**config.mk**
```make
export PLATFORM = sky130hd
export DESIGN_NAME = srlc_top
export DESIGN_NICKNAME = d
export VERILOG_FILES = /design/src/inc/srlc_pkg.sv /design/src/rtl/srlc_top.sv
export VERILOG_INCLUDE_DIRS = /design/src /design/src/inc
export SDC_FILE = /design/constraint.sdc
export NUM_CORES = 1
export LEC_CHECK = 0
export BUFFER_PORTS_ARGS = -buffer_cell sky130_fd_sc_hd__buf_4
export CAP_MARGIN = 30
export CORE_UTILIZATION = 53
export CTS_BUF_LIST = sky130_fd_sc_hd__clkbuf_8
export CTS_CLUSTER_DIAMETER = 30
export CTS_CLUSTER_SIZE = 24
export DETAILED_ROUTE_END_ITERATION = 8
export HOLD_SLACK_MARGIN = 0.15
export PLACE_DENSITY_LB_ADDON = 0.08
export SETUP_SLACK_MARGIN = 0.5
export SKIP_CTS_REPAIR_TIMING = 1
export SYNTH_ARGS = -nofsm -noshare
export SYNTH_HDL_FRONTEND = slang
export SYNTH_SLANG_ARGS = --single-unit
```
**constraint.sdc**
```tcl
create_clock -name core_clk_i -period 4.6 [get_ports core_clk_i]
set_clock_uncertainty 0.2 [all_clocks]
set_input_delay 0.69 -clock core_clk_i [delete_from_list [all_inputs] [get_ports core_clk_i]]
set_output_delay 0.69 -clock core_clk_i [all_outputs]
set_load 0.01 [all_outputs]
```
**src/inc/srlc_defines.svh**
```systemverilog
// Register map, field positions, reset values and timing counts of the set-reset latch
// Behaviour
// Latch enable off disables latch and pins
// True output enable drives latch state out
// Complement output enable drives inverted state out
// Both pins may be driven together
// Software clears pin direction bits externally
// Latch state never forced by reset
// Divider code gives pulse every 4..512 cycles
// Divider field sits in control bits 6:4
// Writing soft set gives one-cycle set
// Writing soft reset gives one-cycle reset
// Soft pulse bits always read zero
// Pin set enable lets pin set
// Clock set enable lets generator set
// Comparator two set enable lets it set
// Comparator one set enable lets it set
// Pin reset enable lets pin reset
// Clock reset enable lets generator reset
// Comparator two reset enable lets it reset
// Comparator one reset enable lets it reset
// Reset wins when set and reset both high
// All sources active high, no clocking needed; here sources and latch are sampled on core_clk_i each cycle
// Comparator inputs are the synchronised outputs
// Set and reset are ORs of enabled sources
// Free-running divider, new code at wrap
`ifndef SRLC_DEFINES_SVH
`define SRLC_DEFINES_SVH

`define SRLC_OFF_CONTROL 8'h00
`define SRLC_OFF_SOURCE 8'h04
`define SRLC_OFF_STATUS 8'h08

`define SRLC_CTL_LATCH_EN 7
`define SRLC_CTL_DIV_HI 6
`define SRLC_CTL_DIV_LO 4
`define SRLC_CTL_TRUE_EN 3
`define SRLC_CTL_COMP_EN 2
`define SRLC_CTL_SOFT_SET 1
`define SRLC_CTL_SOFT_RST 0

`define SRLC_SRC_PIN_SET 7
`define SRLC_SRC_CLK_SET 6
`define SRLC_SRC_CMP2_SET 5
`define SRLC_SRC_CMP1_SET 4
`define SRLC_SRC_PIN_RST 3
`define SRLC_SRC_CLK_RST 2
`define SRLC_SRC_CMP2_RST 1
`define SRLC_SRC_CMP1_RST 0

`define SRLC_STS_LATCH 0
`define SRLC_STS_PULSE 1

`define SRLC_CONTROL_RESET 8'h00
`define SRLC_SOURCE_RESET 8'h00

`define SRLC_DIV_BASE 10'h004
`define SRLC_CNT_W 10

`endif

```
**src/inc/srlc_pkg.sv**
```systemverilog
// Types shared by the set-reset latch design
package srlc_pkg;
  typedef logic [7:0] srlc_reg_t;
  typedef logic [2:0] srlc_div_t;
  typedef logic [9:0] srlc_cnt_t;
endpackage

```
**src/rtl/srlc_top.sv**
```systemverilog
// Set-reset latch with source selection, pulse generator and Wishbone register slave
//
// Our own choices: the Wishbone register port and the register addresses.
`include "srlc_defines.svh"

module srlc_top (
  input wire logic core_clk_i,
  input wire logic rst_i,
  input wire logic wb_cyc_i,
  input wire logic wb_stb_i,
  input wire logic wb_we_i,
  input wire logic [7:0] wb_adr_i,
  input wire logic [3:0] wb_sel_i,
  input wire logic [31:0] wb_dat_i,
  output logic [31:0] wb_dat_o,
  output logic wb_ack_o,
  input wire logic latch_external_input_i,
  input wire logic cmp1_synced_output_i,
  input wire logic cmp2_synced_output_i,
  output logic latch_true_pin_o,
  output logic latch_true_pin_oe_o,
  output logic latch_complement_pin_o,
  output logic latch_complement_pin_oe_o
);

  ////////////////////////////////////////////////////////////////////////////
  // Helpers

  // Last count of a period: 4 shifted by the code, minus one
  function automatic srlc_pkg::srlc_cnt_t last_count(input srlc_pkg::srlc_div_t code);
    srlc_pkg::srlc_cnt_t period;
    period = `SRLC_DIV_BASE << code;
    last_count = period - 10'h001;
  endfunction

  ////////////////////////////////////////////////////////////////////////////
  // Declarations

  srlc_pkg::srlc_reg_t control_q;
  srlc_pkg::srlc_reg_t source_q;
  logic soft_set_q;
  logic soft_rst_q;
  logic ack_q;
  logic [31:0] rdata_q;
  logic wr_ctl;
  logic wr_src;
  logic access;
  logic [2:0] pin_meta_q;
  logic [2:0] pin_sync_q;
  srlc_pkg::srlc_cnt_t cnt_q;
  srlc_pkg::srlc_div_t active_div_q;
  logic pulse_q;
  logic wrap;
  logic set_in;
  logic rst_in;
  logic latch_q;
  logic ext_s;
  logic cmp1_s;
  logic cmp2_s;
  logic true_q;
  logic true_oe_q;
  logic comp_q;
  logic comp_oe_q;

  ////////////////////////////////////////////////////////////////////////////
  // Wishbone slave, one wait state, unmapped reads give zero

  assign access = wb_cyc_i && wb_stb_i && !ack_q;
  assign wr_ctl = access && wb_we_i && wb_sel_i[0] && (wb_adr_i == `SRLC_OFF_CONTROL);
  assign wr_src = access && wb_we_i && wb_sel_i[0] && (wb_adr_i == `SRLC_OFF_SOURCE);

  always_ff @(posedge core_clk_i) begin
    if (rst_i) begin
      ack_q <= 1'b0;
    end else begin
      ack_q <= access;
    end
  end

  always_ff @(posedge core_clk_i) begin
    if (rst_i) begin
      rdata_q <= 32'h00000000;
    end else if (access && !wb_we_i) begin
      if (wb_adr_i == `SRLC_OFF_CONTROL) begin
        // Pulse bits are not stored, so they read back zero
        rdata_q <= {24'h000000, control_q[7:2], 2'h0};
      end else if (wb_adr_i == `SRLC_OFF_SOURCE) begin
        rdata_q <= {24'h000000, source_q};
      end else if (wb_adr_i == `SRLC_OFF_STATUS) begin
        rdata_q <= {30'h00000000, pulse_q, latch_q};
      end else begin
        rdata_q <= 32'h00000000;
      end
    end else begin
      rdata_q <= 32'h00000000;
    end
  end

  assign wb_ack_o = ack_q;
  assign wb_dat_o = rdata_q;

  ////////////////////////////////////////////////////////////////////////////
  // Configuration registers

  always_ff @(posedge core_clk_i) begin
    if (rst_i) begin
      control_q <= `SRLC_CONTROL_RESET;
    end else if (wr_ctl) begin
      // Divider code lands in bits 6:4 with the enables; pulse bits not kept
      control_q <= {wb_dat_i[7:2], 2'h0};
    end
  end

  always_ff @(posedge core_clk_i) begin
    if (rst_i) begin
      source_q <= `SRLC_SOURCE_RESET;
    end else if (wr_src) begin
      source_q <= wb_dat_i[7:0];
    end
  end

  // Writing one gives a single-cycle pulse; writing zero does nothing
  always_ff @(posedge core_clk_i) begin
    if (rst_i) begin
      soft_set_q <= 1'b0;
      soft_rst_q <= 1'b0;
    end else begin
      soft_set_q <= wr_ctl && wb_dat_i[`SRLC_CTL_SOFT_SET];
      soft_rst_q <= wr_ctl && wb_dat_i[`SRLC_CTL_SOFT_RST];
    end
  end

  ////////////////////////////////////////////////////////////////////////////
  // Input synchronisers; comparator signals come from the timer clock

  always_ff @(posedge core_clk_i) begin
    if (rst_i) begin
      pin_meta_q <= 3'h0;
      pin_sync_q <= 3'h0;
    end else begin
      pin_meta_q <= {cmp2_synced_output_i, cmp1_synced_output_i, latch_external_input_i};
      pin_sync_q <= pin_meta_q;
    end
  end

  assign ext_s = pin_sync_q[0];
  assign cmp1_s = pin_sync_q[1];
  assign cmp2_s = pin_sync_q[2];

  ////////////////////////////////////////////////////////////////////////////
  // Pulse generator

  assign wrap = (cnt_q == last_count(active_div_q));

  // Free-running; a new code is taken only at wrap to avoid short periods
  always_ff @(posedge core_clk_i) begin
    if (rst_i) begin
      cnt_q <= 10'h000;
      active_div_q <= 3'h0;
    end else if (wrap) begin
      cnt_q <= 10'h000;
      active_div_q <= control_q[`SRLC_CTL_DIV_HI:`SRLC_CTL_DIV_LO];
    end else begin
      cnt_q <= cnt_q + 10'h001;
    end
  end

  always_ff @(posedge core_clk_i) begin
    if (rst_i) begin
      pulse_q <= 1'b0;
    end else begin
      pulse_q <= wrap;
    end
  end

  ////////////////////////////////////////////////////////////////////////////
  // Source selection and latch

  // All sources active high, ORed after their enables
  always_comb begin
    set_in = soft_set_q;
    set_in = set_in || (source_q[`SRLC_SRC_PIN_SET] && ext_s);
    set_in = set_in || (source_q[`SRLC_SRC_CLK_SET] && pulse_q);
    set_in = set_in || (source_q[`SRLC_SRC_CMP2_SET] && cmp2_s);
    set_in = set_in || (source_q[`SRLC_SRC_CMP1_SET] && cmp1_s);
    rst_in = soft_rst_q;
    rst_in = rst_in || (source_q[`SRLC_SRC_PIN_RST] && ext_s);
    rst_in = rst_in || (source_q[`SRLC_SRC_CLK_RST] && pulse_q);
    rst_in = rst_in || (source_q[`SRLC_SRC_CMP2_RST] && cmp2_s);
    rst_in = rst_in || (source_q[`SRLC_SRC_CMP1_RST] && cmp1_s);
  end

  // Deliberately no reset term: state is unknown until software sets it
  // Sampled each cycle; a true clockless latch is not allowed in this flow
  always_ff @(posedge core_clk_i) begin
    if (control_q[`SRLC_CTL_LATCH_EN]) begin
      if (rst_in) begin
        latch_q <= 1'b0;
      end else if (set_in) begin
        latch_q <= 1'b1;
      end
    end
  end

  ////////////////////////////////////////////////////////////////////////////
  // Pin drivers; the direction bit lives in the port block outside

  always_ff @(posedge core_clk_i) begin
    if (rst_i) begin
      true_q <= 1'b0;
      true_oe_q <= 1'b0;
    end else begin
      true_oe_q <= control_q[`SRLC_CTL_LATCH_EN] && control_q[`SRLC_CTL_TRUE_EN];
      true_q <= control_q[`SRLC_CTL_LATCH_EN] && control_q[`SRLC_CTL_TRUE_EN] && latch_q;
    end
  end

  // Independent of the true pin, so both may drive together
  always_ff @(posedge core_clk_i) begin
    if (rst_i) begin
      comp_q <= 1'b0;
      comp_oe_q <= 1'b0;
    end else begin
      comp_oe_q <= control_q[`SRLC_CTL_LATCH_EN] && control_q[`SRLC_CTL_COMP_EN];
      comp_q <= control_q[`SRLC_CTL_LATCH_EN] && control_q[`SRLC_CTL_COMP_EN] && !latch_q;
    end
  end

  assign latch_true_pin_o = true_q;
  assign latch_true_pin_oe_o = true_oe_q;
  assign latch_complement_pin_o = comp_q;
  assign latch_complement_pin_oe_o = comp_oe_q;

  ////////////////////////////////////////////////////////////////////////////
  // Checks

  srlc_pkg::srlc_cnt_t gap_q;
  srlc_pkg::srlc_cnt_t expect_q;
  logic seen_q;

  always_ff @(posedge core_clk_i) begin
    if (rst_i) begin
      gap_q <= 10'h000;
      expect_q <= 10'h000;
      seen_q <= 1'b0;
    end else begin
      gap_q <= pulse_q ? 10'h001 : gap_q + 10'h001;
      if (wrap) begin
        expect_q <= last_count(active_div_q) + 10'h001;
      end
      if (pulse_q) begin
        seen_q <= 1'b1;
      end
    end
  end

  a_disabled_pins_off: assert property (
    @(posedge core_clk_i) disable iff (rst_i)
    !control_q[`SRLC_CTL_LATCH_EN] |=> !latch_true_pin_oe_o && !latch_complement_pin_oe_o &&
      !latch_true_pin_o && !latch_complement_pin_o)
    else $error("pins driven while latch disabled");

  a_true_pin_drive: assert property (
    @(posedge core_clk_i) disable iff (rst_i)
    control_q[`SRLC_CTL_LATCH_EN] && control_q[`SRLC_CTL_TRUE_EN] |=>
      latch_true_pin_oe_o && (latch_true_pin_o == $past(latch_q)))
    else $error("true pin does not follow latch");

  a_comp_pin_drive: assert property (
    @(posedge core_clk_i) disable iff (rst_i)
    control_q[`SRLC_CTL_LATCH_EN] && control_q[`SRLC_CTL_COMP_EN] |=>
      latch_complement_pin_oe_o && (latch_complement_pin_o != $past(latch_q)))
    else $error("complement pin does not follow inverted latch");

  a_both_pins_drive: assert property (
    @(posedge core_clk_i) disable iff (rst_i)
    control_q[`SRLC_CTL_LATCH_EN] && control_q[`SRLC_CTL_TRUE_EN] && control_q[`SRLC_CTL_COMP_EN] |=>
      latch_true_pin_oe_o && latch_complement_pin_oe_o && (latch_true_pin_o != latch_complement_pin_o))
    else $error("both pins not driven together");

  a_pulse_period: assert property (
    @(posedge core_clk_i) disable iff (rst_i)
    pulse_q && seen_q |-> gap_q == expect_q)
    else $error("pulse spacing wrong for divider code");

  a_pulse_single: assert property (
    @(posedge core_clk_i) disable iff (rst_i)
    pulse_q |=> !pulse_q [*3])
    else $error("pulses closer than four cycles");

  a_soft_set_pulse: assert property (
    @(posedge core_clk_i) disable iff (rst_i)
    wr_ctl && wb_dat_i[`SRLC_CTL_SOFT_SET] |=> soft_set_q ##1 !soft_set_q)
    else $error("soft set not a one-cycle pulse");

  a_soft_rst_pulse: assert property (
    @(posedge core_clk_i) disable iff (rst_i)
    wr_ctl && wb_dat_i[`SRLC_CTL_SOFT_RST] |=> soft_rst_q ##1 !soft_rst_q)
    else $error("soft reset not a one-cycle pulse");

  a_soft_bits_zero: assert property (
    @(posedge core_clk_i) disable iff (rst_i)
    access && !wb_we_i && (wb_adr_i == `SRLC_OFF_CONTROL) |=> wb_ack_o && (wb_dat_o[1:0] == 2'h0))
    else $error("soft pulse bits read nonzero");

  a_reset_dominant: assert property (
    @(posedge core_clk_i) disable iff (rst_i)
    control_q[`SRLC_CTL_LATCH_EN] && rst_in |=> !latch_q)
    else $error("latch not reset while reset input high");

  a_set_sources: assert property (
    @(posedge core_clk_i) disable iff (rst_i)
    control_q[`SRLC_CTL_LATCH_EN] && set_in && !rst_in |=> latch_q)
    else $error("latch not set by enabled source");

  a_div_at_wrap: assert property (
    @(posedge core_clk_i) disable iff (rst_i)
    !$past(wrap) |-> $stable(active_div_q))
    else $error("divider code changed away from wrap");

  a_sync_two_flops: assert property (
    @(posedge core_clk_i) disable iff (rst_i)
    pin_sync_q == $past({cmp2_synced_output_i, cmp1_synced_output_i, latch_external_input_i}, 2))
    else $error("inputs not passed through two flip-flops");

  a_soft_set_zero: assert property (
    @(posedge core_clk_i) disable iff (rst_i)
    wr_ctl && !wb_dat_i[`SRLC_CTL_SOFT_SET] |=> !soft_set_q)
    else $error("soft set pulsed by a zero write");

  a_soft_rst_zero: assert property (
    @(posedge core_clk_i) disable iff (rst_i)
    wr_ctl && !wb_dat_i[`SRLC_CTL_SOFT_RST] |=> !soft_rst_q)
    else $error("soft reset pulsed by a zero write");

  a_cnt_in_period: assert property (
    @(posedge core_clk_i) disable iff (rst_i)
    cnt_q <= last_count(active_div_q))
    else $error("divider count outside the selected period");

  a_div_field_write: assert property (
    @(posedge core_clk_i) disable iff (rst_i)
    wr_ctl |=> control_q[`SRLC_CTL_DIV_HI:`SRLC_CTL_DIV_LO] == $past(wb_dat_i[`SRLC_CTL_DIV_HI:`SRLC_CTL_DIV_LO]))
    else $error("divider field not taken from the write");

  a_pin_sets: assert property (
    @(posedge core_clk_i) disable iff (rst_i)
    control_q[`SRLC_CTL_LATCH_EN] && source_q[`SRLC_SRC_PIN_SET] && ext_s && !rst_in |=> latch_q)
    else $error("enabled pin did not set the latch");

  a_clk_sets: assert property (
    @(posedge core_clk_i) disable iff (rst_i)
    control_q[`SRLC_CTL_LATCH_EN] && source_q[`SRLC_SRC_CLK_SET] && pulse_q && !rst_in |=> latch_q)
    else $error("enabled generator did not set the latch");

  a_cmp2_sets: assert property (
    @(posedge core_clk_i) disable iff (rst_i)
    control_q[`SRLC_CTL_LATCH_EN] && source_q[`SRLC_SRC_CMP2_SET] && cmp2_s && !rst_in |=> latch_q)
    else $error("enabled comparator two did not set the latch");

  a_pin_resets: assert property (
    @(posedge core_clk_i) disable iff (rst_i)
    control_q[`SRLC_CTL_LATCH_EN] && source_q[`SRLC_SRC_PIN_RST] && ext_s |=> !latch_q)
    else $error("enabled pin did not reset the latch");

  a_clk_resets: assert property (
    @(posedge core_clk_i) disable iff (rst_i)
    control_q[`SRLC_CTL_LATCH_EN] && source_q[`SRLC_SRC_CLK_RST] && pulse_q |=> !latch_q)
    else $error("enabled generator did not reset the latch");

  a_cmp1_resets: assert property (
    @(posedge core_clk_i) disable iff (rst_i)
    control_q[`SRLC_CTL_LATCH_EN] && source_q[`SRLC_SRC_CMP1_RST] && cmp1_s |=> !latch_q)
    else $error("enabled comparator one did not reset the latch");

endmodule // srlc_top

```
# Word level (Yosys, flattened, before mapping)
# Cells that the tools add are included.
[word_totals]
register_bits = 74
in_bits = 52
output_inout_bits = 37
word_cells = 68
[op_classes]
addsub = 2
eq_ne = 3
n_shift = 1
mux = 4
n_bitwise = 1
reduce_logical = 39
[ops]
columns = ["operator", "n"]
rows = [
  ["logical AND 1 bit", 21],
  ["two-way mux 8 bit", 2],
  ["adder 10 x 1 -> 10 bit (second input constant)", 1],
  ["== test 10 bit", 1],
  ["left shift 3 x 3 -> 10 bit (first input constant)", 1],
  ["subtractor 10 x 1 -> 10 bit (second input constant)", 1],
  ["== test 8 x 3 -> 1 bit (second input constant)", 1],
  ["== test 8 x 4 -> 1 bit (second input constant)", 1],
  ["logical NOT 8 bit", 1],
  ["logical OR 1 bit", 8],
  ["OR reduction 2 bit", 2],
  ["OR reduction 4 bit", 1],
  ["logical NOT 1 bit", 3],
  ["OR reduction 3 bit", 1],
  ["two-way mux 2 bit", 1],
  ["AND reduction 2 bit", 1],
  ["nonzero test 2 bit", 1],
  ["two-way mux 1 bit", 1],
  ["NOT 1 bit", 1],
]

# Logic depth before layout (Yosys ltp)
# Gate-level depths: netlist of run 1.
[logic_depth]
depth_word = 7
depth_mapped = 7

# Worst setup path after synthesis of run 1
# OpenSTA, ideal clock, no wires.
[synth_timing]
path_type = "input -> register"
start = "in wb_adr_i[5]"
end = "reg rdata_q[2] (netlist: wb_dat_o[2])"
setup_ns = 0.064
t_arrival_ns = 1.976
setup_slack_ns = 2.360
cell_stages = 6
n_path_buf = 1
path_cell_list = "nor4_2 -> nand2_1 -> or4_1 -> or2_1 -> buf_2 -> nor2_1"
[synth_via]
elab_chain_len = 3
[synth_lines]
columns = ["item", "line", "rtl"]
rows = [
  ["start: declaration", "srlc_top.sv:12", "input wire logic [7:0] wb_adr_i,"],
  ["== test 8 x 3 -> 1 bit (no line)", "--", ""],
  ["two-way mux 8 bit", "srlc_top.sv:87", "end else if (wb_adr_i == `SRLC_OFF_SOURCE) begin"],
  ["two-way mux 8 bit (*)", "srlc_top.sv:84", "if (wb_adr_i == `SRLC_OFF_CONTROL) begin"],
  ["end signal: assignment", "srlc_top.sv:86", "rdata_q <= {24'h000000, control_q[7:2], 2'h0};"],
  ["end signal: assignment", "srlc_top.sv:88", "rdata_q <= {24'h000000, source_q};"],
  ["end signal: assignment", "srlc_top.sv:90", "rdata_q <= {30'h00000000, pulse_q, latch_q};"],
  ["end: declaration", "srlc_top.sv:44", "logic [31:0] rdata_q;"],
]
# Every way passes the cells marked *; elsewhere a longest branch is shown, timed or not.
# A chain may end at the register's enable or synchronous reset.

# Worst setup path in the final report of run 1
[layout_timing]
start = "in wb_adr_i[5]"
end = "reg control_q[2]"
[layout_via]
elab_chain_len = 2
[layout_lines]
columns = ["item", "line", "rtl"]
rows = [
  ["logical NOT 8 bit (no line)", "--", ""],
  ["logical AND 1 bit", "srlc_top.sv:69", "assign wr_ctl = access && wb_we_i && wb_sel_i[0] && (wb_adr_i == `SRLC_OFF_CONTROL);"],
  ["end signal: assignment", "srlc_top.sv:107", "control_q <= `SRLC_CONTROL_RESET;"],
  ["end signal: assignment", "srlc_top.sv:110", "control_q <= {wb_dat_i[7:2], 2'h0};"],
  ["end: declaration", "srlc_top.sv:39", "srlc_pkg::srlc_reg_t control_q;"],
]
# Every way passes these cells.

==> results.py, run 1 <==
metrics = {
    "yosys": {
        "ys_dominant_reg_cell": "sky130_fd_sc_hd__dfxtp_1",
        "mappedNetlistArea_um2": 2170,
        "synth.ff_latch_count": 50,
        "synth_async_sr_flop_share_pct": 0,
        "yosys_warnings": 0,
        "synth-edff-count": 1,
        "synth_cell_type_count": 40,
        "cell_count_after_synthesis": 233,
        "synthesis.area_per_instance_um2": 9.33,
        "ys_seq_area_share_pct": 46.5,
    },
    "routing": {
        "drt.antenna.violating_nets": 0,
        "routed_via_count": 1572,
        "route.detailed.vias_per_inst": 5.01,
        "routed_wl_per_cell_um": 12.4,
        "drt-initial-drc-count": 55,
        "drtPass1Iterations": 4,
        "drc_errors": 0,
        "postRouteWirelength_mm": 3.88,
    },
    "die": {
        "floorplan.initialDensity_pct": 57.2,
        "num_io_pins": 89,
        "die_x_um": 66.0,
        "die_h_um": 66.0,
        "placeable_core_area_um2": 3800,
        "placementRows": 22,
        "fp.dieArea_um2": 4360,
    },
    "worst_setup_path": {
        "crit_path_start_kind": "input pin",
        "arrival_ns": 2.26,
        "worst-r2r-cell-count": 6,
        "worst-setup-path-type": "input pin to flop",
        "worstPathRequired_ns": 4.59,
        "critPathCaptureType": "flop",
        "cpPeakStageDelay_ns": 0.72,
        "critical_path.slowest_cell": "sky130_fd_sc_hd__or4b_1",
        "critical_path.cell_chain": "buf_4 > nor4_2 > nand2_1 > or4b_1 > mux2i_1 > nor2_1",
        "crit_path_max_fanout": 8,
    },
    "placed_design": {
        "count_of_buffers_from_port_buffering": 37,
        "weighted_congestion_reported_at_the_end_of_routability_driven_placement": 0.772,
        "dpl_worst_slack_ns": 2.01,
        "hpwl_mm": 2.78,
        "placement.cell_area_um2": 2370,
    },
    "finish": {
        "finish.utilization_pct": 66.1,
        "n_antenna_cell": 0,
        "most_frequent_standard_cell_in_the_layout_excluding_fill_and_tap_cells": "sky130_fd_sc_hd__dfxtp_1",
        "finalInstanceArea_um2": 2510,
        "drive_gt1_share_pct": 18.4,
        "finalNetCount": 318,
        "most-common-layout-cells": "sky130_fd_sc_hd__dfxtp_1 (49), sky130_fd_sc_hd__nor2_1 (39), sky130_fd_sc_hd__buf_4 (37)",
        "areaGrowthSynthToFinish_pct": 15.5,
    },
    "pwr": {
        "static-leakage-power_nw": 1.15,
        "power-per-cell-area_nw_per_um2": 346,
        "vdd.ir_drop.worst_mv": 0.237,
    },
    "global_routing": {
        "grt_util_all_layers_pct": 19.2,
        "antenna_found_initial": 0,
        "via_count_of_the_first_global_routing_pass": 1396,
        "maximum_number_of_pins_on_one_net_before_global_route_repair": 31,
        "overflow": 0,
        "global_route_wire_length_before_repair_mm": 6.24,
    },
    "clocking": {
        "cts_inserted_buffers": 5,
        "htree_levels": 2,
        "ctsLongestPathBuffers": 2,
        "clk_root_buffer_cell": "sky130_fd_sc_hd__clkbuf_8",
        "clk_transition_reported_paths_ns": 0.08,
        "clkLatencyLatePin_ns": 0.30,
        "clock_sinks": 50,
        "cts_tree": "built",
    },
    "job": {
        "maxcap_violations": 0,
    },
    "worst_hold_path": {
        "type_of_the_worst_min_delay_path": "flop to flop",
        "hold_path_depth": 1,
    },
    "timing": {
        "report.final.slew_viol_count": 0,
        "post-route-period-util_pct": 49.2,
        "final-setup-viol-count": 0,
        "setup_slack_ns": 2.33,
        "unrepaired_setup_endpoints_after_global_routing": "no",
        "finalSetupTns_ns": 0,
        "final.min_clock_period_ns": 2.27,
        "fin_hold_ws_ns": 0.243,
        "achievable-frequency_mhz": 441,
        "worstMarginPinSlew_ns": 0.591,
        "relSlewSlack_pct": 60.5,
        "timing.final.hold_violations": 0,
    },
    "run_status": {
        "outcome": "complete, no violations",
    },
}
stage by stage:
stage | power, mW | std cells
after floorplan | 0.500 | 256
final | 0.869 | 314
after global routing | 0.906 | 314
after global placement | 0.507 | 306
after CTS | 0.879 | 314
after detailed placement | 0.508 | 306
kinds of logic after synthesis:
family / synth area share, %
adder cells (fa/ha/maj): 0.576
XOR/XNOR: 3.63
buffers and inverters: 11.6
flip-flops: 46.5
AO/OA/AOI/OAI: 8.46
multiplexers: 9.21
AND/OR/NAND/NOR: 19.8
other: 0.173
critical path: cells and delay by family:
kind	cells	cell delay [ns]
mux	1	0.24
simple gates	4	1.21
buf+inv	1	0.11
where the power goes:
part           total, mW  switching (mW)  internal [mW]
Clock              0.371           0.140          0.232
Sequential         0.445         0.00549          0.440
Combinational     0.0522          0.0296         0.0227
cells in the mapped netlist, types with 2 or more instances:
cell type	instances	area, um^2
sky130_fd_sc_hd__a31o_2	2	17.5
sky130_fd_sc_hd__o21ai_0	3	15.0
sky130_fd_sc_hd__nor4_1	2	12.5
sky130_fd_sc_hd__dfxtp_1	49	981
sky130_fd_sc_hd__clkbuf_1	4	15.0
sky130_fd_sc_hd__and3_1	7	43.8
sky130_fd_sc_hd__nand4_1	5	31.3
sky130_fd_sc_hd__nor3b_1	2	15.0
sky130_fd_sc_hd__a22oi_1	2	15.0
sky130_fd_sc_hd__and2_1	3	18.8
sky130_fd_sc_hd__xnor2_1	6	52.6
sky130_fd_sc_hd__mux2i_1	20	200
sky130_fd_sc_hd__nand2_1	3	11.3
sky130_fd_sc_hd__o31ai_1	4	30.0
sky130_fd_sc_hd__buf_4	24	180
sky130_fd_sc_hd__nor2b_1	10	62.6
sky130_fd_sc_hd__buf_2	7	35.0
sky130_fd_sc_hd__nor2_1	39	146
sky130_fd_sc_hd__xor2_1	3	26.3
sky130_fd_sc_hd__a31oi_1	3	18.8
sky130_fd_sc_hd__nand3_1	5	25.0
sky130_fd_sc_hd__a21oi_1	6	30.0
sky130_fd_sc_hd__a222oi_1	2	20.0
sky130_fd_sc_hd__inv_1	6	22.5
registers in the layout (all words and copies together) (netlist names), 3 cells and up:
register      count
wb_dat_o          8
active_div_q      3
pin_meta_q        3
source_q          8
control_q         6
cnt_q            10
pin_sync_q        3
metal layers:
layer | vias up | track usage (%) | share of wire, %
li1 | 806 | - | -
met1 | 697 | 22.7 | 44
met2 | 62 | 32.0 | 47
met3 | 7 | 4.48 | 7.0
met4 | 0 | 10.4 | 2.0
met5 | - | 0 | 0
final timing paths:
| path | start | end | slack [ns] |
|---|---|---|---|
| worst max-delay path | wb_adr_i[5] | control_q[2]$_SDFFE_PP0P_ | 2.33 |
| worst min-delay path | pin_meta_q[1]$_SDFF_PP0_ | pin_sync_q[1]$_SDFF_PP0_ | 0.24 |
| worst max register to register | cnt_q[0]$_SDFF_PP0_ | cnt_q[7]$_SDFF_PP0_ | 2.40 |
| worst min register to register | pin_meta_q[1]$_SDFF_PP0_ | pin_sync_q[1]$_SDFF_PP0_ | 0.24 |
final cells by class:
cell class                 instances  area, um^2
multi-input combinational        165         996
clock inverter                     2        60.1
clock buffer                       6        82.6
timing repair buffer              37         278
sequential                        50        1010
fill                             315        1290
inverter                           6        22.5
tap                               48        60.1
Note: power is estimated with default switching activity, not from simulation.
==> inputs of run 2 (changes only) <==
- CORE_UTILIZATION: 53 -> 49
- clock period: 4.6 -> 2.2 ns (I/O delays scaled with it)
==> run 2 against run 1 <==
Largest cell class is now multi-input gates; wire length is 13% higher; sequential share of layout area is 4.7 points lower; setup slack worse by 1.9 ns.
==> results.py, run 2 (synthesis gave the netlist of run 1 again) <==
metrics = {
    "run_status": {
        "outcome": "complete, no violations",
    },
    "finish": {
        "areaGrowthSynthToFinish_pct": 32.5,
        "n_antenna_cell": 0,
        "finalNetCount": 339,
        "most-common-layout-cells": "sky130_fd_sc_hd__dfxtp_1 (44), sky130_fd_sc_hd__buf_4 (44), sky130_fd_sc_hd__nor2_1 (31)",
        "largest_reg_flops": 10,
        "drive_gt1_share_pct": 32.1,
        "finish.utilization_pct": 70.0,
        "top_register": "cnt_q",
        "finalInstanceArea_um2": 2880,
    },
    "die": {
        "floorplan.initialDensity_pct": 52.8,
        "num_io_pins": 89,
        "die_h_um": 68.6,
        "placeable_core_area_um2": 4120,
        "fp.dieArea_um2": 4710,
        "placementRows": 23,
        "die_x_um": 68.6,
    },
    "timing": {
        "timing.final.hold_violations": 0,
        "final.min_clock_period_ns": 1.81,
        "post-route-period-util_pct": 82.2,
        "final-setup-viol-count": 0,
        "unrepaired_setup_endpoints_after_global_routing": "yes",
        "report.final.slew_viol_count": 0,
        "achievable-frequency_mhz": 553,
        "finalSetupTns_ns": 0,
        "setup_slack_ns": 0.391,
    },
    "pwr": {
        "net-switching-power_uw": 396,
        "sequentialPowerShare_pct": 52.6,
        "power.share.clock_pct": 38.2,
        "power-per-cell-area_nw_per_um2": 615,
        "vdd.ir_drop.worst_mv": 0.454,
        "static-leakage-power_nw": 1.26,
        "netSwitchingFraction_pct": 22.3,
        "p_int_mw": 1.38,
        "combPwrFrac_pct": 9.2,
    },
    "placed_design": {
        "placement.cell_area_um2": 2470,
        "weighted_congestion_reported_at_the_end_of_routability_driven_placement": 0.759,
        "hpwl_mm": 2.93,
        "count_of_buffers_from_port_buffering": 37,
        "dpl_worst_slack_ns": 0.150,
    },
    "worst_setup_path": {
        "critical_path.cell_chain": "ha_4 > inv_4 > a2111oi_4 > nand3_2 > o31ai_2 > a21oi_1",
        "worstPathRequired_ns": 2.18,
        "critPathCaptureType": "flop",
        "crit_path_start_kind": "flop",
        "critical_path.top_delay_family": "compound AO/OA/AOI/OAI gates",
        "worst-setup-path-type": "flop to flop",
        "crit_path_max_fanout": 4,
        "arrival_ns": 1.79,
        "critical_path.slowest_cell": "sky130_fd_sc_hd__dfxtp_4",
        "cp_num_buf_inv": 1,
        "cpPeakStageDelay_ns": 0.37,
    },
    "routing": {
        "drt.antenna.violating_nets": 0,
        "drtPass1Iterations": 4,
        "drt-initial-drc-count": 74,
        "routed_wl_per_cell_um": 13.0,
        "route.detailed.vias_per_inst": 4.99,
        "routed_via_count": 1683,
        "postRouteWirelength_mm": 4.37,
        "drc_errors": 0,
    },
    "clocking": {
        "clk_transition_reported_paths_ns": 0.09,
        "clkLatencyLatePin_ns": 0.30,
        "cts_inserted_buffers": 5,
        "clk_root_buffer_cell": "sky130_fd_sc_hd__clkbuf_8",
        "cts_tree": "built",
        "htree_levels": 2,
        "clock_sinks": 50,
        "ctsLongestPathBuffers": 2,
    },
    "global_routing": {
        "antenna_found_initial": 0,
        "overflow": 0,
        "via_count_of_the_first_global_routing_pass": 1459,
        "global_route_wire_length_before_repair_mm": 6.38,
        "grt_util_all_layers_pct": 18.8,
        "maximum_number_of_pins_on_one_net_before_global_route_repair": 30,
    },
    "worst_hold_path": {
        "type_of_the_worst_min_delay_path": "input pin to flop",
    },
    "job": {
        "maxcap_violations": 0,
    },
}
## run 2: cell count changes in the layout (fill, tap and decap cells not counted), moves of 3 or more
cell	change
sky130_fd_sc_hd__dfxtp_4	+3
sky130_fd_sc_hd__buf_4	+7
sky130_fd_sc_hd__o31ai_2	+4
sky130_fd_sc_hd__nor2_2	+8
sky130_fd_sc_hd__nor2_1	-8
sky130_fd_sc_hd__dfxtp_1	-5
sky130_fd_sc_hd__dlygate4sd3_1	+12
sky130_fd_sc_hd__o31ai_1	-4
## run 2: cell type report
type | count | area (um^2)
clock buffer | 6 | 82.6
clock inverter | 2 | 38.8
fill | 333 | 1240
inverter | 6 | 25.0
multi-input combinational | 166 | 1180
sequential | 50 | 1020
tap | 50 | 62.6
timing repair buffer | 57 | 462
## run 2: final timing paths
kind / slack [ns] / startpoint / cells after the start / to
hold / removal: 0.10 / rst_i / 3 / wb_dat_o[1]$_SDFF_PP0_
hold reg to reg: 0.24 / pin_meta_q[0]$_SDFF_PP0_ / 1 / pin_sync_q[0]$_SDFF_PP0_
setup / recovery: 0.39 / cnt_q[1]$_SDFF_PP0_ / 6 / active_div_q[1]$_SDFFE_PP0N_
setup reg to reg: 0.39 / cnt_q[1]$_SDFF_PP0_ / 6 / active_div_q[1]$_SDFFE_PP0N_
## run 2: layer usage
layer | vias up | track usage, % | routed length, um
li1 | 852 | - | -
met1 | 778 | 21.3 | 1940
met2 | 47 | 32.5 | 2100
met3 | 6 | 5.59 | 266
met4 | 0 | 7.81 | 63
met5 | - | 0 | 0
## run 2: worst register-to-register path, stage by stage, from the launching register on
cell	delay [ns]
sky130_fd_sc_hd__dfxtp_4	0.37
sky130_fd_sc_hd__ha_4	0.16
sky130_fd_sc_hd__inv_4	0.04
sky130_fd_sc_hd__a2111oi_4	0.35
sky130_fd_sc_hd__nand3_2	0.20
sky130_fd_sc_hd__o31ai_2	0.28
sky130_fd_sc_hd__a21oi_1	0.10
## run 2: stage by stage
stage / std cells / total power, mW / hold slack, ns
5_1_grt: 337 / 1.85 / 0.0949
2_1_floorplan: 256 / 1.06 / 0.214
4_1_cts: 320 / 1.74 / 0.0195
6_report: 337 / 1.77 / 0.102
3_5_place_dp: 312 / 1.07 / 0.229
3_3_place_gp: 312 / 1.07 / 0.218
## run 2: power groups by stage
stage | Combinational [mW] | Sequential, mW | Clock (mW)
CTS | 0.120 | 0.932 | 0.692
floorplan | 0.109 | 0.948 | 0
finish | 0.163 | 0.932 | 0.677
global placement | 0.118 | 0.953 | 0
global route | 0.181 | 0.934 | 0.735
detailed placement | 0.120 | 0.953 | 0
==> inputs of run 3 (changes only) <==
- ABC_AREA: not set -> 1
- CORE_UTILIZATION: 49 -> 50
- clock period: 2.2 -> 1.85 ns (I/O delays scaled with it)
==> run 3 against run 2 <==
Register-to-register slack lost 0.06 ns; combinational power grew 37%; highest routed layer unchanged; die area grew 2.5%; critical endpoint is now control_q[3]$_SDFFE_PP0P_; largest cell class unchanged; via count grew 24%; largest power group unchanged.
==> results.py, run 3 <==
metrics = {
    "timing": {
        "fin_hold_ws_ns": 0.149,
        "timing.final.hold_violations": 0,
        "final-setup-viol-count": 0,
        "final.min_clock_period_ns": 1.51,
        "worstMarginPinSlew_ns": 0.552,
        "achievable-frequency_mhz": 660,
        "relSlewSlack_pct": 63.1,
        "unrepaired_setup_endpoints_after_global_routing": "yes",
        "finalSetupTns_ns": 0,
        "report.final.slew_viol_count": 0,
        "post-route-period-util_pct": 81.9,
    },
    "placed_design": {
        "weighted_congestion_reported_at_the_end_of_routability_driven_placement": 0.803,
        "count_of_buffers_from_port_buffering": 37,
        "hpwl_mm": 3.28,
    },
    "yosys": {
        "synth.ff_latch_count": 50,
        "synth-edff-count": 1,
        "netlist.area_leader.share_pct": 43.1,
        "ys_top_cells_by_count": "sky130_fd_sc_hd__nand2_1 (60), sky130_fd_sc_hd__dfxtp_1 (49), sky130_fd_sc_hd__nor2_1 (36)",
        "synth_most_common_cell": "sky130_fd_sc_hd__nand2_1",
        "synth_cell_type_count": 32,
        "netlist_top_cells_area": "sky130_fd_sc_hd__dfxtp_1 (43%), sky130_fd_sc_hd__nand2_1 (9.9%), sky130_fd_sc_hd__buf_4 (8.2%)",
        "mappedNetlistArea_um2": 2280,
        "yosys_warnings": 0,
        "ys_seq_area_share_pct": 44.4,
        "synthesis.area_per_instance_um2": 7.59,
        "ys_dominant_reg_cell": "sky130_fd_sc_hd__dfxtp_1",
        "cell_count_after_synthesis": 300,
        "synth_async_sr_flop_share_pct": 0,
        "synth_top_cell_by_area": "sky130_fd_sc_hd__dfxtp_1",
    },
    "global_routing": {
        "global_route_wire_length_before_repair_mm": 7.33,
        "overflow": 0,
        "grt_util_all_layers_pct": 19.0,
        "maximum_number_of_pins_on_one_net_before_global_route_repair": 20,
        "antenna_found_initial": 0,
        "via_count_of_the_first_global_routing_pass": 1625,
    },
    "routing": {
        "postRouteWirelength_mm": 5.21,
        "drc_errors": 0,
        "drtPass1Iterations": 4,
        "drt-initial-drc-count": 94,
        "routed_wl_per_cell_um": 12.3,
        "routed_via_count": 2083,
        "route.detailed.vias_per_inst": 4.90,
        "drt.antenna.violating_nets": 0,
    },
    "clocking": {
        "clk_transition_reported_paths_ns": 0.09,
        "clock_sinks": 50,
        "cts_inserted_buffers": 5,
        "clk_root_buffer_cell": "sky130_fd_sc_hd__clkbuf_8",
        "cts_tree": "built",
        "htree_levels": 2,
        "clkLatencyLatePin_ns": 0.31,
        "ctsLongestPathBuffers": 2,
    },
    "worst_setup_path": {
        "critPathCaptureType": "flop",
        "crit_path_start_kind": "flop",
        "critical_path.cell_chain": "nand3b_1 > nor2_4 > buf_12 > nand2_8 > buf_4 > a21oi_1",
        "worstPathRequired_ns": 1.90,
        "arrival_ns": 1.56,
        "critical_path.slowest_cell": "sky130_fd_sc_hd__dfxtp_2",
        "cpPeakStageDelay_ns": 0.32,
        "worst-setup-path-type": "flop to flop",
        "crit_path_max_fanout": 7,
    },
    "die": {
        "floorplan.initialDensity_pct": 52.3,
        "placeable_core_area_um2": 4350,
        "fp.dieArea_um2": 4830,
        "die_h_um": 69.5,
        "die_x_um": 69.5,
        "num_io_pins": 89,
        "placementRows": 24,
    },
    "run_status": {
        "outcome": "complete, no violations",
    },
    "finish": {
        "top_register": "cnt_q",
        "drive_gt1_share_pct": 35.7,
        "areaGrowthSynthToFinish_pct": 39.0,
        "n_antenna_cell": 0,
        "most-common-layout-cells": "sky130_fd_sc_hd__nand2_1 (52), sky130_fd_sc_hd__buf_4 (47), sky130_fd_sc_hd__dfxtp_1 (39)",
        "largest_reg_flops": 10,
        "most_frequent_standard_cell_in_the_layout_excluding_fill_and_tap_cells": "sky130_fd_sc_hd__nand2_1",
        "finalNetCount": 425,
    },
    "pwr": {
        "power-per-cell-area_nw_per_um2": 614,
        "static-leakage-power_nw": 1.35,
        "vdd.ir_drop.worst_mv": 0.452,
    },
    "worst_hold_path": {
        "type_of_the_worst_min_delay_path": "input pin to flop",
    },
    "job": {
        "maxcap_violations": 0,
    },
}
run 3: stage by stage:
step / power (mW) / util, % / cells / setup slack, ns / instance area, um^2
2_1_floorplan: 1.25 / - / 323 / 0.402 / 2390
3_3_place_gp: 1.28 / 58.9 / 389 / 0.238 / 2560
3_5_place_dp: 1.28 / 58.9 / 389 / 0.221 / 2560
4_1_cts: 1.88 / 60.8 / 397 / 0.200 / 2650
5_1_grt: 2.03 / 72.7 / 425 / 0.226 / 3160
6_report: 1.94 / 72.7 / 425 / 0.335 / 3160
run 3: cell families (layout without fill, tap and decap cells):
logic type,count (synthesis),after routing,share of synthesized area [%]
AO/OA/AOI/OAI,36,36,8.74
XOR/XNOR,6,6,2.31
adder cells (fa/ha/maj),1,1,0.550
buffers and inverters,62,109,15.1
flip-flops,50,50,44.4
other,1,24,0.165
AND/OR/NAND/NOR,144,147,28.7
run 3: power by group:
part / total, mW / switching [mW] / leakage, nW / internal [mW]
logic: 0.223 / 0.117 / 0.892 / 0.106
registers: 1.11 / 0.0127 / 0.411 / 1.09
clock network: 0.614 / 0.357 / 0.0467 / 0.257
total: 1.94 / 0.487 / 1.35 / 1.46
run 3: area by class of cell:
class	count	area, um^2
Clock buffer	5	68.8
Clock inverter	3	15.0
Fill cell	343	1190
Inverter	32	123
Multi-Input combinational cell	214	1270
Sequential cell	50	1030
Tap cell	52	65.1
Timing Repair Buffer	69	589
run 3: routing by layer:
metal	track usage [%]	share of wire, %	wire length (um)
met1	22.8	42	2190
met2	32.3	50	2620
met3	5.52	5.9	305
met4	6.80	1.7	87
met5	0	0	0
run 3: final timing paths:
path	from	end	slack, ns	cells past startpoint
worst max-delay path	wb_ack_o$_SDFF_PP0_	control_q[3]$_SDFFE_PP0P_	0.34	6
worst min-delay path	wb_adr_i[3]	control_q[2]$_SDFFE_PP0P_	0.15	4
worst max register to register	wb_ack_o$_SDFF_PP0_	control_q[3]$_SDFFE_PP0P_	0.34	6
worst min register to register	source_q[1]$_SDFFE_PP0P_	wb_dat_o[1]$_SDFF_PP0_	0.27	2
run 3: critical path: cells and delay by family, from the launching register on:
family | cells | cell delay, ns
and+or+nand+nor | 3 | 0.51
buffers and inverters | 2 | 0.30
DFF | 1 | 0.32
AOI/OAI and AO/OA | 1 | 0.13
